### src/hdl/uart_iid_regs.svh
// register map, field positions, reset values and timing figures of the interrupt block
`ifndef UART_IID_REGS_SVH
`define UART_IID_REGS_SVH

// byte addresses on the peripheral bus
`define RXTX_ADDR 32'h4004_8000
`define IER_ADDR 32'h4004_8004
`define IID_ADDR 32'h4004_8008
`define LCR_ADDR 32'h4004_800c
`define LSR_ADDR 32'h4004_8014
`define ABC_ADDR 32'h4004_8020

// enable register fields
`define IER_RXLVL 0
`define IER_TXEMPTY 1
`define IER_RXLINE 2
`define IER_ABDONE 8
`define IER_ABTMO 9

// fifo control fields
`define FCR_FIFO_ON 0
`define FCR_TRIG_HI 7
`define FCR_TRIG_LO 6

// auto-baud control clear bits
`define ABC_CLR_DONE 8
`define ABC_CLR_TMO 9

// identification nibble {source code, pending_n}
`define IID_NONE 4'h1
`define IID_RXLINE 4'h6
`define IID_RXLVL 4'h4
`define IID_CHARTMO 4'hc
`define IID_TXEMPTY 4'h2

// reset values
`define IER_RESET 10'h000
`define FCR_RESET 8'h00
`define LCR_RESET 2'h3

// receive trigger levels in characters
`define TRIG_LVL0 5'h01
`define TRIG_LVL1 5'h04
`define TRIG_LVL2 5'h08
`define TRIG_LVL3 5'h0e

// sample clocks per bit, and time-out formula factors
`define SAMPLES_PER_BIT 16
`define TMO_WL_MUL 7
`define TMO_WL_SUB 2
`define TMO_SCALE 8
`define TMO_EXTRA 1

`endif

### src/hdl/uart_iid_pkg.sv
// types shared by the interrupt identification block
package uart_iid_pkg;
    typedef enum logic [1:0] {TX_LOADED, TX_WAIT, TX_IDLE} tx_empty_state_t;
    typedef logic [3:0] src_vec_t;
endpackage

### src/hdl/uart_char_timeout.sv
// character time-out counter for the receive fifo
`timescale 1ns/1ps
`default_nettype none
module uart_char_timeout #(
    parameter int LIMIT_W = 12
) (
    input wire logic mclk,
    input wire logic rst_n,
    input wire logic sampleTick,
    input wire logic rxActivity,
    input wire logic rxHolding,
    input wire logic [LIMIT_W-1:0] limit,
    output logic timedOut
);
    logic [LIMIT_W-1:0] count;
    logic [LIMIT_W-1:0] next_count;
    logic next_timedOut;

    // the longest interval, eight-bit words at the top trigger level, needs ten bits
    if (LIMIT_W < 10) begin : g_width_check
        $error("limit width too narrow for the longest time-out");
    end

    always_comb begin
        next_count = count;
        next_timedOut = timedOut;
        if (rxActivity || !rxHolding) begin
            next_count = '0;
            next_timedOut = 1'b0;
        end else if (sampleTick && !timedOut) begin
            next_count = count + 1'b1;
            if (count + 1'b1 >= limit) begin
                next_timedOut = 1'b1;
            end
        end
    end

    always_ff @(posedge mclk or negedge rst_n) begin
        if (!rst_n) begin
            count <= '0;
            timedOut <= 1'b0;
        end else begin
            count <= next_count;
            timedOut <= next_timedOut;
        end
    end
endmodule // uart_char_timeout
`default_nettype wire

### src/hdl/uart_iid.sv
// interrupt identification and prioritisation with its apb register slave
//
// The APB register port is this design's own decision.
`timescale 1ns/1ps
`default_nettype none
`include "uart_iid_regs.svh"
module uart_iid #(
    parameter int FIFO_DEPTH = 16,
    parameter int CNT_W = 5
) (
    input wire logic mclk,
    input wire logic rst_n,
    input wire logic psel,
    input wire logic penable,
    input wire logic pwrite,
    input wire logic [31:0] paddr,
    input wire logic [31:0] pwdata,
    output logic [31:0] prdata,
    output logic pready,
    output logic pslverr,
    input wire logic sampleTick,
    input wire logic [CNT_W-1:0] rxCount,
    input wire logic [7:0] rxData,
    input wire logic rxFifoWrite,
    input wire logic overrunErr,
    input wire logic parity_err,
    input wire logic framing_err,
    input wire logic break_seen,
    input wire logic [CNT_W-1:0] txCount,
    input wire logic autobaudDone,
    input wire logic autobaudTimeout,
    output logic rxBufferRead,
    output logic txWrite,
    output logic [7:0] txData,
    output logic fifo_on_ctrl,
    output logic [1:0] trigSel,
    output logic [1:0] wordLenSel,
    output logic uartIrq
);
    import uart_iid_pkg::*;

    // refused at elaboration so a bad size never reaches a netlist
    if (FIFO_DEPTH < 14 || (1 << CNT_W) <= FIFO_DEPTH) begin : g_size_check
        $error("fifo depth must reach 14 and fit the count width");
    end

    // ************************************************************
    // decoding helpers
    // ************************************************************
    // priority order line > level > time-out > tx empty
    function automatic logic [3:0] encodeIid(input src_vec_t s);
        if (s[3]) begin
            encodeIid = `IID_RXLINE;
        end else if (s[2]) begin
            encodeIid = `IID_RXLVL;
        end else if (s[1]) begin
            encodeIid = `IID_CHARTMO;
        end else if (s[0]) begin
            encodeIid = `IID_TXEMPTY;
        end else begin
            encodeIid = `IID_NONE;
        end
    endfunction

    function automatic logic [CNT_W-1:0] trigChars(input logic [1:0] sel);
        case (sel)
            2'h0: trigChars = CNT_W'(`TRIG_LVL0);
            2'h1: trigChars = CNT_W'(`TRIG_LVL1);
            2'h2: trigChars = CNT_W'(`TRIG_LVL2);
            default: trigChars = CNT_W'(`TRIG_LVL3);
        endcase
    endfunction

    // ************************************************************
    // bus decode
    // ************************************************************
    logic setupPhase;
    logic accessPhase;
    logic mapped;
    logic iidAccess;
    logic rdRxtx;
    logic rdIid;
    logic rdLsr;
    logic wrRxtx;
    logic wrIer;
    logic wrFcr;
    logic wrLcr;
    logic wrAbc;

    always_comb begin
        setupPhase = psel && !penable;
        accessPhase = psel && penable;
        if (paddr == `RXTX_ADDR || paddr == `IER_ADDR || paddr == `IID_ADDR) begin
            mapped = 1'b1;
        end else if (paddr == `LCR_ADDR || paddr == `LSR_ADDR || paddr == `ABC_ADDR) begin
            mapped = 1'b1;
        end else begin
            mapped = 1'b0;
        end
        iidAccess = psel && !pwrite && paddr == `IID_ADDR;
        rdRxtx = accessPhase && !pwrite && paddr == `RXTX_ADDR;
        rdIid = accessPhase && iidAccess;
        rdLsr = accessPhase && !pwrite && paddr == `LSR_ADDR;
        wrRxtx = accessPhase && pwrite && paddr == `RXTX_ADDR;
        wrIer = accessPhase && pwrite && paddr == `IER_ADDR;
        wrFcr = accessPhase && pwrite && paddr == `IID_ADDR;
        wrLcr = accessPhase && pwrite && paddr == `LCR_ADDR;
        wrAbc = accessPhase && pwrite && paddr == `ABC_ADDR;
        pready = 1'b1;
        pslverr = accessPhase && !mapped;
        rxBufferRead = rdRxtx;
    end

    // ************************************************************
    // control and status state
    // ************************************************************
    logic [9:0] ier;
    logic [7:0] fcr;
    logic [3:0] lineErr;
    logic abDone;
    logic abTmo;
    src_vec_t srcHeld;
    tx_empty_state_t txState;
    logic [7:0] txDelay;
    logic twoSeen;
    logic threPend;
    logic ctiFlag;
    logic [11:0] tmoLimit;
    logic [31:0] next_prdata;
    logic [9:0] next_ier;
    logic [7:0] next_fcr;
    logic [1:0] next_wordLenSel;
    logic [3:0] next_lineErr;
    logic next_abDone;
    logic next_abTmo;
    src_vec_t next_srcHeld;
    src_vec_t liveSrc;
    tx_empty_state_t next_txState;
    logic [7:0] next_txDelay;
    logic [7:0] txDelayLimit;
    logic next_twoSeen;
    logic next_threPend;
    logic threEvent;
    logic next_txWrite;
    logic [7:0] next_txData;
    logic next_uartIrq;
    logic [3:0] iidNow;
    logic [CNT_W-1:0] trigLvl;
    int tmoCalc;

    uart_char_timeout #(
        .LIMIT_W(12)
    ) u_tmo (
        .mclk(mclk),
        .rst_n(rst_n),
        .sampleTick(sampleTick),
        .rxActivity(rxFifoWrite || rdRxtx),
        .rxHolding(rxCount != '0),
        .limit(tmoLimit),
        .timedOut(ctiFlag)
    );

    always_comb begin
        trigLvl = trigChars(fcr[`FCR_TRIG_HI:`FCR_TRIG_LO]);
        // word length in bits is 5 plus the select
        tmoCalc = ((5 + int'(wordLenSel)) * `TMO_WL_MUL - `TMO_WL_SUB) * `TMO_SCALE
                + (int'(trigLvl) - int'(rxCount)) * `TMO_SCALE + `TMO_EXTRA;
        // more held than the trigger would shorten below one sample tick
        if (tmoCalc < 1) begin
            tmoCalc = 1;
        end
        tmoLimit = tmoCalc[11:0];
        txDelayLimit = 8'((6 + int'(wordLenSel)) * `SAMPLES_PER_BIT);
        liveSrc[3] = (lineErr != '0) && ier[`IER_RXLINE];
        liveSrc[2] = (rxCount >= trigLvl) && ier[`IER_RXLVL];
        liveSrc[1] = ctiFlag && ier[`IER_RXLVL];
        liveSrc[0] = threPend && ier[`IER_TXEMPTY];
        iidNow = encodeIid(srcHeld);
    end

    // ************************************************************
    // register and flag updates
    // ************************************************************
    always_comb begin
        next_ier = wrIer ? pwdata[9:0] : ier;
        next_fcr = wrFcr ? pwdata[7:0] : fcr;
        next_wordLenSel = wrLcr ? pwdata[1:0] : wordLenSel;
        next_txWrite = wrRxtx;
        next_txData = wrRxtx ? pwdata[7:0] : txData;
        // set wins over the read clear so no error is lost
        next_lineErr = (rdLsr ? 4'h0 : lineErr)
                     | {break_seen, framing_err, parity_err, overrunErr};
        next_abDone = (abDone && !(wrAbc && pwdata[`ABC_CLR_DONE])) || autobaudDone;
        next_abTmo = (abTmo && !(wrAbc && pwdata[`ABC_CLR_TMO])) || autobaudTimeout;
        next_srcHeld = iidAccess ? srcHeld : liveSrc;
        next_uartIrq = !iidNow[0]
                     || (abDone && ier[`IER_ABDONE])
                     || (abTmo && ier[`IER_ABTMO]);
        next_prdata = prdata;
        if (setupPhase && !pwrite) begin
            if (paddr == `RXTX_ADDR) begin
                next_prdata = {24'h0, rxData};
            end else if (paddr == `IER_ADDR) begin
                next_prdata = {22'h0, ier};
            end else if (paddr == `IID_ADDR) begin
                next_prdata = {22'h0,
                               abTmo && ier[`IER_ABTMO],
                               abDone && ier[`IER_ABDONE],
                               {2{fcr[`FCR_FIFO_ON]}},
                               2'b00, iidNow};
            end else if (paddr == `LCR_ADDR) begin
                next_prdata = {30'h0, wordLenSel};
            end else if (paddr == `LSR_ADDR) begin
                next_prdata = {26'h0, txCount == '0, lineErr, rxCount != '0};
            end else begin
                next_prdata = 32'h0;
            end
        end
    end

    // ************************************************************
    // transmit empty qualification
    // ************************************************************
    always_comb begin
        next_txState = txState;
        next_txDelay = txDelay;
        threEvent = 1'b0;
        case (txState)
            TX_LOADED: begin
                if (txCount == '0) begin
                    if (twoSeen) begin
                        threEvent = 1'b1;
                        next_txState = TX_IDLE;
                    end else begin
                        next_txState = TX_WAIT;
                        next_txDelay = 8'h00;
                    end
                end
            end
            TX_WAIT: begin
                if (txCount != '0) begin
                    next_txState = TX_LOADED;
                end else if (sampleTick) begin
                    next_txDelay = txDelay + 8'h01;
                    if (txDelay + 8'h01 >= txDelayLimit) begin
                        threEvent = 1'b1;
                        next_txState = TX_IDLE;
                    end
                end
            end
            default: begin
                if (txCount != '0) begin
                    next_txState = TX_LOADED;
                end
            end
        endcase
        next_twoSeen = threEvent ? 1'b0 : (twoSeen || txCount >= CNT_W'(2));
        // a new empty event wins over a clear in the same cycle
        next_threPend = (threPend && !wrRxtx && !(rdIid && iidNow == `IID_TXEMPTY))
                      || threEvent;
    end

    always_ff @(posedge mclk or negedge rst_n) begin
        if (!rst_n) begin
            prdata <= 32'h0;
            ier <= `IER_RESET;
            fcr <= `FCR_RESET;
            wordLenSel <= `LCR_RESET;
            lineErr <= 4'h0;
            abDone <= 1'b0;
            abTmo <= 1'b0;
            srcHeld <= 4'h0;
            txState <= TX_WAIT;
            txDelay <= 8'h00;
            twoSeen <= 1'b0;
            threPend <= 1'b0;
            txWrite <= 1'b0;
            txData <= 8'h00;
            uartIrq <= 1'b0;
        end else begin
            prdata <= next_prdata;
            ier <= next_ier;
            fcr <= next_fcr;
            wordLenSel <= next_wordLenSel;
            lineErr <= next_lineErr;
            abDone <= next_abDone;
            abTmo <= next_abTmo;
            srcHeld <= next_srcHeld;
            txState <= next_txState;
            txDelay <= next_txDelay;
            twoSeen <= next_twoSeen;
            threPend <= next_threPend;
            txWrite <= next_txWrite;
            txData <= next_txData;
            uartIrq <= next_uartIrq;
        end
    end

    assign fifo_on_ctrl = fcr[`FCR_FIFO_ON];
    assign trigSel = fcr[`FCR_TRIG_HI:`FCR_TRIG_LO];
endmodule // uart_iid
`default_nettype wire

### config.mk
export PLATFORM = sky130hd
export DESIGN_NAME = uart_iid
export DESIGN_NICKNAME = d
export VERILOG_FILES = /design/src/hdl/uart_iid_pkg.sv /design/src/hdl/uart_char_timeout.sv /design/src/hdl/uart_iid.sv
export VERILOG_INCLUDE_DIRS = /design/src /design/src/hdl
export SDC_FILE = /design/constraint.sdc
export NUM_CORES = 1
export LEC_CHECK = 0
export BUFFER_PORTS_ARGS = -buffer_cell sky130_fd_sc_hd__buf_4
export CORE_MARGIN = 2
export CORE_UTILIZATION = 35
export CTS_CLUSTER_DIAMETER = 200
export DETAILED_ROUTE_END_ITERATION = 7
export PLACE_DENSITY = 0.55
export SETUP_SLACK_MARGIN = 0.3
export SLEW_MARGIN = 20
export SYNTH_ARGS = -nofsm -noshare
export SYNTH_HDL_FRONTEND = slang
export SYNTH_SLANG_ARGS = --single-unit
### constraint.sdc
create_clock -name mclk -period 3.88 [get_ports mclk]
set_input_delay 0 -clock mclk [delete_from_list [all_inputs] [get_ports mclk]]
set_output_delay 0 -clock mclk [all_outputs]
set_load 0.01 [all_outputs]
# After elaboration in Yosys (flattened, before gate mapping)
# Cells that the tools add are included.
# W data, S select, Z words.
# totals
reg_bits	97
inputBits	95
out_inout_bits	50
# op_classes
addsub	8
mul	1
order_cmp	5
n_eq_ne	16
mux	38
bitwise_logic	1
n_reduce_logical	65
# ops
operator	count
$eq A32 B31 Y1 const B	6
$mux W12	3
$mux W8	4
$logic_and A1 B1 Y1	30
$mux W10	3
$mux W4	4
$pmux W8 S2	1
$mux W2	7
$add A12 B2 Y13 const B	1
$lt A13 B2 Y1 const B	1
$add A11 B9 Y12	1
$add A12 B1 Y12 const B	1
$ge A12 B12 Y1	1
$logic_or A1 B1 Y1	12
$mux W6	2
$pmux W4 S3	1
$mux W1	11
$logic_not A1 Y1	10
$reduce_bool A5 Y1	2
$add A3 B2 Y4 const A	2
$add A8 B1 Y8 const B	1
$ge A8 B8 Y1	1
$ne A2 B2 Y1 const B	4
$sub A7 B2 Y8 const B	1
other kinds (19)	24

# Logic depth before layout (Yosys ltp)
# Gate-level depths: netlist of run 1.
# logic_depth
depth_word	11
ltp_mapped	22

# Hierarchy
# A second synthesis of run 1 with hierarchy kept.
# hier_totals
hier_cells	542
hier_area_um2	5237.5
# by_module_without_submodules
mod	n_inst	cells_each	area_per_inst_um2
uart_iid	1	414	4154.0
uart_char_timeout	1	128	1083.5

# Worst setup path after synthesis of run 1
# Ideal clock, no wire load.
# synth_timing
path_kind	flip-flop to flip-flop
from	reg fcr[6]
to	reg u_tmo.timedOut
setup_time_ps	131
t_arrival_ps	3251
required_ps	3749
slack_ps	498
path_stages_with_launch	23
path_buffers	0
synth_period_minus_slack_ps	3382
path_cell_list	dfrtp_1 > inv_1 > nand2_1 > ha_1 > inv_1 > fa_1 > a21oi_1 > nor2b_1 > nor2_1 > xor2_1 > ha_1 > nor2_1 > o21ai_0 > nand2_1 > nand2_1 > nand2_1 > ha_1 > o21ai_0 > a31oi_1 > o211ai_1 > a21boi_0 > o21ai_0 > a31oi_1
# synth_between
elab_chain_len	10
# synth_rtl
element	line	text
start, declared	uart_iid.sv:118	logic [7:0] fcr;
start signal, assigned	uart_iid.sv:267	fcr <= `FCR_RESET;
start signal, assigned	uart_iid.sv:283	fcr <= next_fcr;
$eq A2 B2 Y1 (tied with other cells)	uart_iid.sv:66	case (sel)
$pmux W4 S3 (*)	uart_iid.sv:66	
$sub A4 B5 Y6 (*)	uart_iid.sv:167	+ (int'(trigLvl) - int'(rxCount)) * `TMO_SCALE + `TMO_EXTRA;
$add A11 B9 Y12 (no line) (*)	--	
$add A12 B2 Y13 (no line) (*)	--	
$lt A13 B2 Y1	uart_iid.sv:169	if (tmoCalc < 1) begin
$mux W12 (*)	uart_iid.sv:169	
$ge A12 B12 Y1 (*)	uart_char_timeout.sv:32	if (count + 1'b1 >= limit) begin
$reduce_bool A2 Y1 (no line) (*)	--	
$reduce_and A2 Y1 (no line) (*)	--	
end signal, assigned	uart_char_timeout.sv:44	timedOut <= next_timedOut;
end, declared	uart_char_timeout.sv:13	output logic timedOut
# Every way passes the cells marked *; elsewhere a longest branch is shown, timed or not.
# A chain may end at the register's enable or synchronous reset.

# Worst setup path in the final report of run 1
# layout_timing
from	reg fcr[7]
to	reg u_tmo.timedOut
# Same word-level chain as after synthesis.

==> run metrics, run 1 <==
run status=complete, no violations; Avg WL per Cell=about 15 um; H-tree depth=3; fin worst setup slack=391.9 ps; clock tree buffer depth=2; antenna viol nets, final=0; ratio of final minimum period to clock period=0.8990; GRT overflow=0; Combinational Power Share=0.133; Post-Synthesis Cells=500; RSZ-0062 raised after global routing=yes; cell row count=42; Inserted Clock Buffers=9; Design Area, Final=~6300 um2; Clk network pwr share=0.452; initial core utilization=0.3579; pre-CTS setup slack=a little over 200 ps; Clock Latency Late Sink=around 340 ps; CP Data Required Time=4090 ps; synth warn=0; first-pass GRT wire length=19.53 mm; Sequential Power Share=0.416; port bufs=99; Final setup viols=0; Mean Syn Cell Area=9.479 um2; asr flop ratio synth=1.000; placed cells=between 700 and 800; max_cap viols=0; CP arrival=3700 ps; routability cong.=0.9000; CP Class=flop to flop; clk sinks=70; pin count of the biggest net entering global routing=between 70 and 80; setup TNS=0 ps; crit path launch type=flop; DRC viols=0; core area=13,240 um2; estimated wirelength of the detail-placed design=~9 mm; P_leak=0.003041 uW; area post-placement=~5600 um2; min Tclk post-route=roughly 3500 ps; Inserted Diodes=0; Layout area overhead=32.76%; TritonCTS clock tree=built; Final Max Slew Viols=0; number of vias per cell=4.911; All-Layer GR Usage=0.1699; f_max=0.2867 GHz; routed vias=4,032; Setup crit end kind=flop; internal power=1297 uW; post-synthesis sequential area ratio=0.3704; CP Max Fanout=4; power density over cell area=about 280 nW/um2; Total Nets Final=a little under 800; worst min path class=input port to flop; Ports=145; number of synthesized register bits=70; hold_ws=8.121 ps; distinct cell type count after synthesis=62; Routed WL=about 12 mm; Mapped Area=4740 um2; DRT iter0 DRCs=221; maximum vdd drop=235.2 uV; DIE HEIGHT=120.4 um; fraction of layout cells with a size suffix above 1=0.2760; clk slew on worst S/H paths=around 60 ps; number of global-route vias before repair=4,064; clk_skew=7.025 ps; final std cells w/o fill=821; measured slew at the worst slew-check pin=931.1 ps; Multi-input gate area=2821 um2; dominant synthesized flop cell=dfrtp_1; fillers=1,280; Slew headroom=0.3793; CTS root buffer=clkbuf_16; net switching fraction of the power=0.2703; Fin. Hold Viols=0; Sw Pwr=480.6 uW; drt first pass iters=5; initial antenna violation count=0; EDFF count, synth=0; die area=roughly 14,000 um2; Reg area=1755 um2; die width=120.4 um
==> cell type report <==
cell class	count	area share
Clock inverter	7	0.009942
Tap cell	176	0.03500
Inverter	25	0.01491
Timing Repair Buffer	139	0.1770
Clock buffer	9	0.03579
Multi-Input combinational cell	395	0.4484
Sequential cell	70	0.2790
==> cell families (layout without fill, tap and decap cells) <==
| logic type | after synthesis | in the layout | synth area share |
|---|---|---|---|
| muxes | 21 | 21 | 0.05781 |
| buffers and inverters | 56 | 180 | 0.06468 |
| DFF | 70 | 70 | 0.3704 |
| AOI/OAI and AO/OA | 100 | 100 | 0.1341 |
| xor gates and xnor gates | 31 | 31 | 0.05729 |
| other | 2 | 23 | 0.001585 |
| and+or+nand+nor | 181 | 181 | 0.2080 |
| adders and majority gates | 39 | 39 | 0.1061 |
==> worst max-delay path: stages, from the launching register on <==
cell and delay, ps:
dfrtp_1 420, inv_2 100, nand2_4 60, ha_4 150, inv_1 70, fa_2 470
fa_1 440, a21o_1 170, a21oi_1 270, o21bai_1 160, a21o_1 190, o21ai_0 200
ha_1 280, and4_1 200, o21ai_1 70, a31oi_1 80
==> stage by stage <==
step | power (uW) | util
floorplan | 862.5 | -
global placement | 952.3 | 0.4234
detailed placement | 956.5 | 0.4234
CTS | 1792 | 0.4689
global route | 1858 | 0.4752
finish | 1778 | 0.4752
==> synthesized netlist by cell type, drive strengths merged (4+ instances only) <==
| master | n | area, um2 |
|---|---|---|
| nor3 | 8 | 50.05 |
| nor2 | 43 | 163.9 |
| nand2 | 54 | 202.7 |
| o21bai | 4 | 30.03 |
| a21oi | 17 | 85.08 |
| nor4 | 5 | 67.56 |
| clkbuf | 6 | 23.77 |
| a21o | 10 | 75.07 |
| inv | 25 | 93.84 |
| nand2b | 6 | 37.54 |
| dfrtp | 67 | 1677 |
| nand3 | 19 | 100.1 |
| nand4 | 7 | 58.81 |
| o21ai | 37 | 185.2 |
| mux2 | 21 | 274.0 |
| nor2b | 8 | 50.05 |
| xnor2 | 9 | 78.83 |
| xor2 | 22 | 192.7 |
| nor4b | 4 | 71.32 |
| and3 | 13 | 81.33 |
| a21boi | 4 | 30.03 |
| ha | 37 | 462.9 |
| buf | 25 | 188.9 |
==> placed cells by master (no fill, tap or decap), types with 16 or more instances in the layout <==
master	n
a21oi_1	16
buf_4	111
conb_1	23
dfrtp_1	67
dlygate4sd3_1	28
ha_1	33
inv_1	23
nand2_1	51
nand3_1	18
nor2_1	42
o21ai_0	32
xor2_1	22
==> layer usage <==
metal  part of all wire  GRT usage  vias to the layer above
met5                  0          0                        -
met2               0.50     0.2956                      113
met4              0.016    0.05596                        0
li1                   -          -                     2001
met1               0.43     0.2086                     1902
met3              0.050    0.03679                       16
==> state kept, by name, summed over array words and instances, names as in the netlist <==
| register | count |
|---|---|
| txData | 8 |
| wordLenSel | 2 |
| lineErr | 4 |
| u_tmo.count | 12 |
| threPend | 1 |
| u_tmo.timedOut | 1 |
| srcHeld | 4 |
| prdata | 10 |
| txDelay | 8 |
| ier | 10 |
| abTmo | 1 |
| abDone | 1 |
| fcr | 3 |
| twoSeen | 1 |
| txState | 2 |
| uartIrq | 1 |
| txWrite | 1 |
==> power by group through the flow <==
stage / Clock (uW) / Combinational, uW / Sequential, uW
final: 803 / 236 / 739
after global routing: 857 / 261 / 739
after CTS: 825 / 228 / 739
after detailed placement: 0 / 204 / 752
after global placement: 0 / 200 / 752
after floorplan: 0 / 111 / 752
==> worst paths after layout <==
kind | startpoint | end | slack, ps | cells past startpoint
min in group asynchronous | rst_n | ier[8]$_DFFE_PN0P_ | 330 | 2
max in group asynchronous | rst_n | u_tmo.count[2]$_DFFE_PN0P_ | 2930 | 2
setup / recovery | fcr[7]$_DFFE_PN0P_ | u_tmo.timedOut$_DFFE_PN0P_ | 390 | 15
hold / removal | rxData[0] | prdata[0]$_DFFE_PN0P_ | 8 | 4
hold reg to reg | prdata[7]$_DFFE_PN0P_ | prdata[7]$_DFFE_PN0P_ | 480 | 2
setup reg to reg | fcr[7]$_DFFE_PN0P_ | u_tmo.timedOut$_DFFE_PN0P_ | 390 | 15
==> what timing repair did <==
item / CTS / global route
setup endpoints to repair: 1 / 1
pin swaps: 1 / 14
gates resized for setup: 3 / 18
buffers inserted: 4 / 3
endpoints found under the hold margin: 103 / 0
hold buffers: 28 / 0
Power figures use the tool's default switching activity.
==> inputs of run 2 (changes only) <==
MAX_ROUTING_LAYER = met4   (was unset)
==> run metrics, run 2 (synthesis results as in run 1) <==
run status=complete, no violations; Clock Latency Late Sink=about 340 ps; Inserted Clock Buffers=9; DIE HEIGHT=between 100 and 150 um; fraction of layout cells with a size suffix above 1=0.3011; M2 GR Usage=0.2913; Largest Register=u_tmo.count; P_leak=0.003093 uW; number of global-route vias before repair=roughly 4,000; max_cap viols=0; Critical-path top delay cell=dfrtp_1; TritonCTS clock tree=built; most frequent cells in the layout=116 x buf_4, 67 x dfrtp_1, 48 x nand2_1; ratio of final minimum period to clock period=0.8832; f_max=0.2918 GHz; Fin. Hold Viols=0; CP Class=flop to flop; routability cong.=0.8975; final std cells w/o fill=between 800 and 900; core area=13,240 um2; fin worst setup slack=453.2 ps; Total Nets Final=780; pin count of the biggest net entering global routing=a little over 70; met3 usage=0.03726; DRT iter0 DRCs=212; initial core utilization=0.3579; DRC viols=0; CTS root buffer=clkbuf_16; gr busiest metal=met2; die width=~120 um; placed cells=770; power density over cell area=286.9 nW/um2; die area=14,490 um2; CP Cell Sequence=inv_2, nand2_4, ha_4, inv_2, fa_2, buf_4, xor2_1, ha_1, a21o_1, a21oi_2, o21bai_1, a21oi_1, nor2_1, a21oi_1, ha_1, and4_1, o21ai_1, a31oi_1; min Tclk post-route=3427 ps; clock tree buffer depth=2; measured slew at the worst slew-check pin=929.3 ps; port bufs=99; RSZ-0062 raised after global routing=yes; Final setup viols=0; routed vias=4,060; max reg flops=12; estimated wirelength of the detail-placed design=9.104 mm; antenna viol nets, final=0; Layout area overhead=35.96%; clk slew on worst S/H paths=60 ps; WP buf/inv=3; Final Max Slew Viols=0; drt first pass iters=4; H-tree depth=3; Regs by FF count=u_tmo.count: 12 flops, ier: 10 flops, prdata: 10 flops; CP arrival=3640 ps; All-Layer GR Usage=0.1762; Ports=approximately 150; number of vias per cell=4.909; Setup crit end kind=flop; Slew headroom=0.3805; pre-CTS setup slack=~220 ps; slowest stage delay, CP=420 ps; initial antenna violation count=0; Routed WL=12.29 mm; clk sinks=70; maximum vdd drop=between 200 and 300 uV; clk_skew=6.211 ps; GRT overflow=0; CP Data Required Time=4090 ps; crit path launch type=flop; setup TNS=0 ps; leading cell type in the layout, fill and taps excluded=buf_4; Top Family by Delay on Critical Path=adder cells; Inserted Diodes=0; worst min path class=input port to flop; Avg WL per Cell=14.86 um; CP Max Fanout=4; fillers=between 1,000 and 1,500; first-pass GRT wire length=19.76 mm; cell row count=42; grt met1 use=0.2133
## run 2: cell count changes in the layout (fill, tap and decap cells not counted), sizes merged
cell	change
buf	+5
bufinv	+1
clkinv	-1
dlygate4sd3	+1
## run 2: layout make-up
type                       count  area (um2)  area share
clock inverter                 7       80.08     0.01243
timing repair buffer         145        1161      0.1802
tap                          176       220.2     0.03417
clock buffer                   9       225.2     0.03495
inverter                      25       93.84     0.01456
sequential                    70        1755      0.2724
multi-input combinational    395        2908      0.4513
## run 2: what timing repair did
item                                   CTS  global route
hold buffers                            29             0
setup buffers                            1            11
gates resized for setup                  3            38
endpoints found under the hold margin  105             0
pin swaps                                1            22
setup endpoints to repair                1             1
## run 2: worst paths after layout
check / start / end / slack (ps) / cells after the start
worst max-delay path: fcr[7]$_DFFE_PN0P_ / u_tmo.timedOut$_DFFE_PN0P_ / 450 / 18
worst min-delay path: pwrite / txWrite$_DFF_PN0_ / 20 / 3
worst max register to register: fcr[7]$_DFFE_PN0P_ / u_tmo.timedOut$_DFFE_PN0P_ / 450 / 18
worst min register to register: prdata[5]$_DFFE_PN0P_ / prdata[5]$_DFFE_PN0P_ / 490 / 2
max in group asynchronous: rst_n / srcHeld[3]$_DFFE_PN0N_ / 2930 / 2
min in group asynchronous: rst_n / ier[8]$_DFFE_PN0P_ / 310 / 2
## run 2: worst min-delay path: stages
cell     delay, ps
buf_4          120
nand3_1        140
nor2_1          70
## run 2: report_power, final
part,internal [uW],switching (uW)
clock,508,347
sequential,735,4.44
combinational,126,128
## run 2: through the flow
step / hold WS (ps) / cell area [um2] / total power (uW) / utilization
floorplan: -295.6 / 4818 / 862.5 / -
global placement: 171.8 / 5607 / 953.1 / 0.4234
detailed placement: 172.1 / 5607 / 959.0 / 0.4234
CTS: 4.454 / 6212 / 1853 / 0.4691
global route: 8.016 / 6444 / 1941 / 0.4866
finish: 22.31 / 6444 / 1849 / 0.4866
## run 2: metal layers
layer | vias to the layer above | routed length [um]
met2 | 92 | 6161
met3 | 9 | 579
met1 | 1947 | 5386
met4 | 0 | 161
met5 | - | 0
li1 | 2012 | -
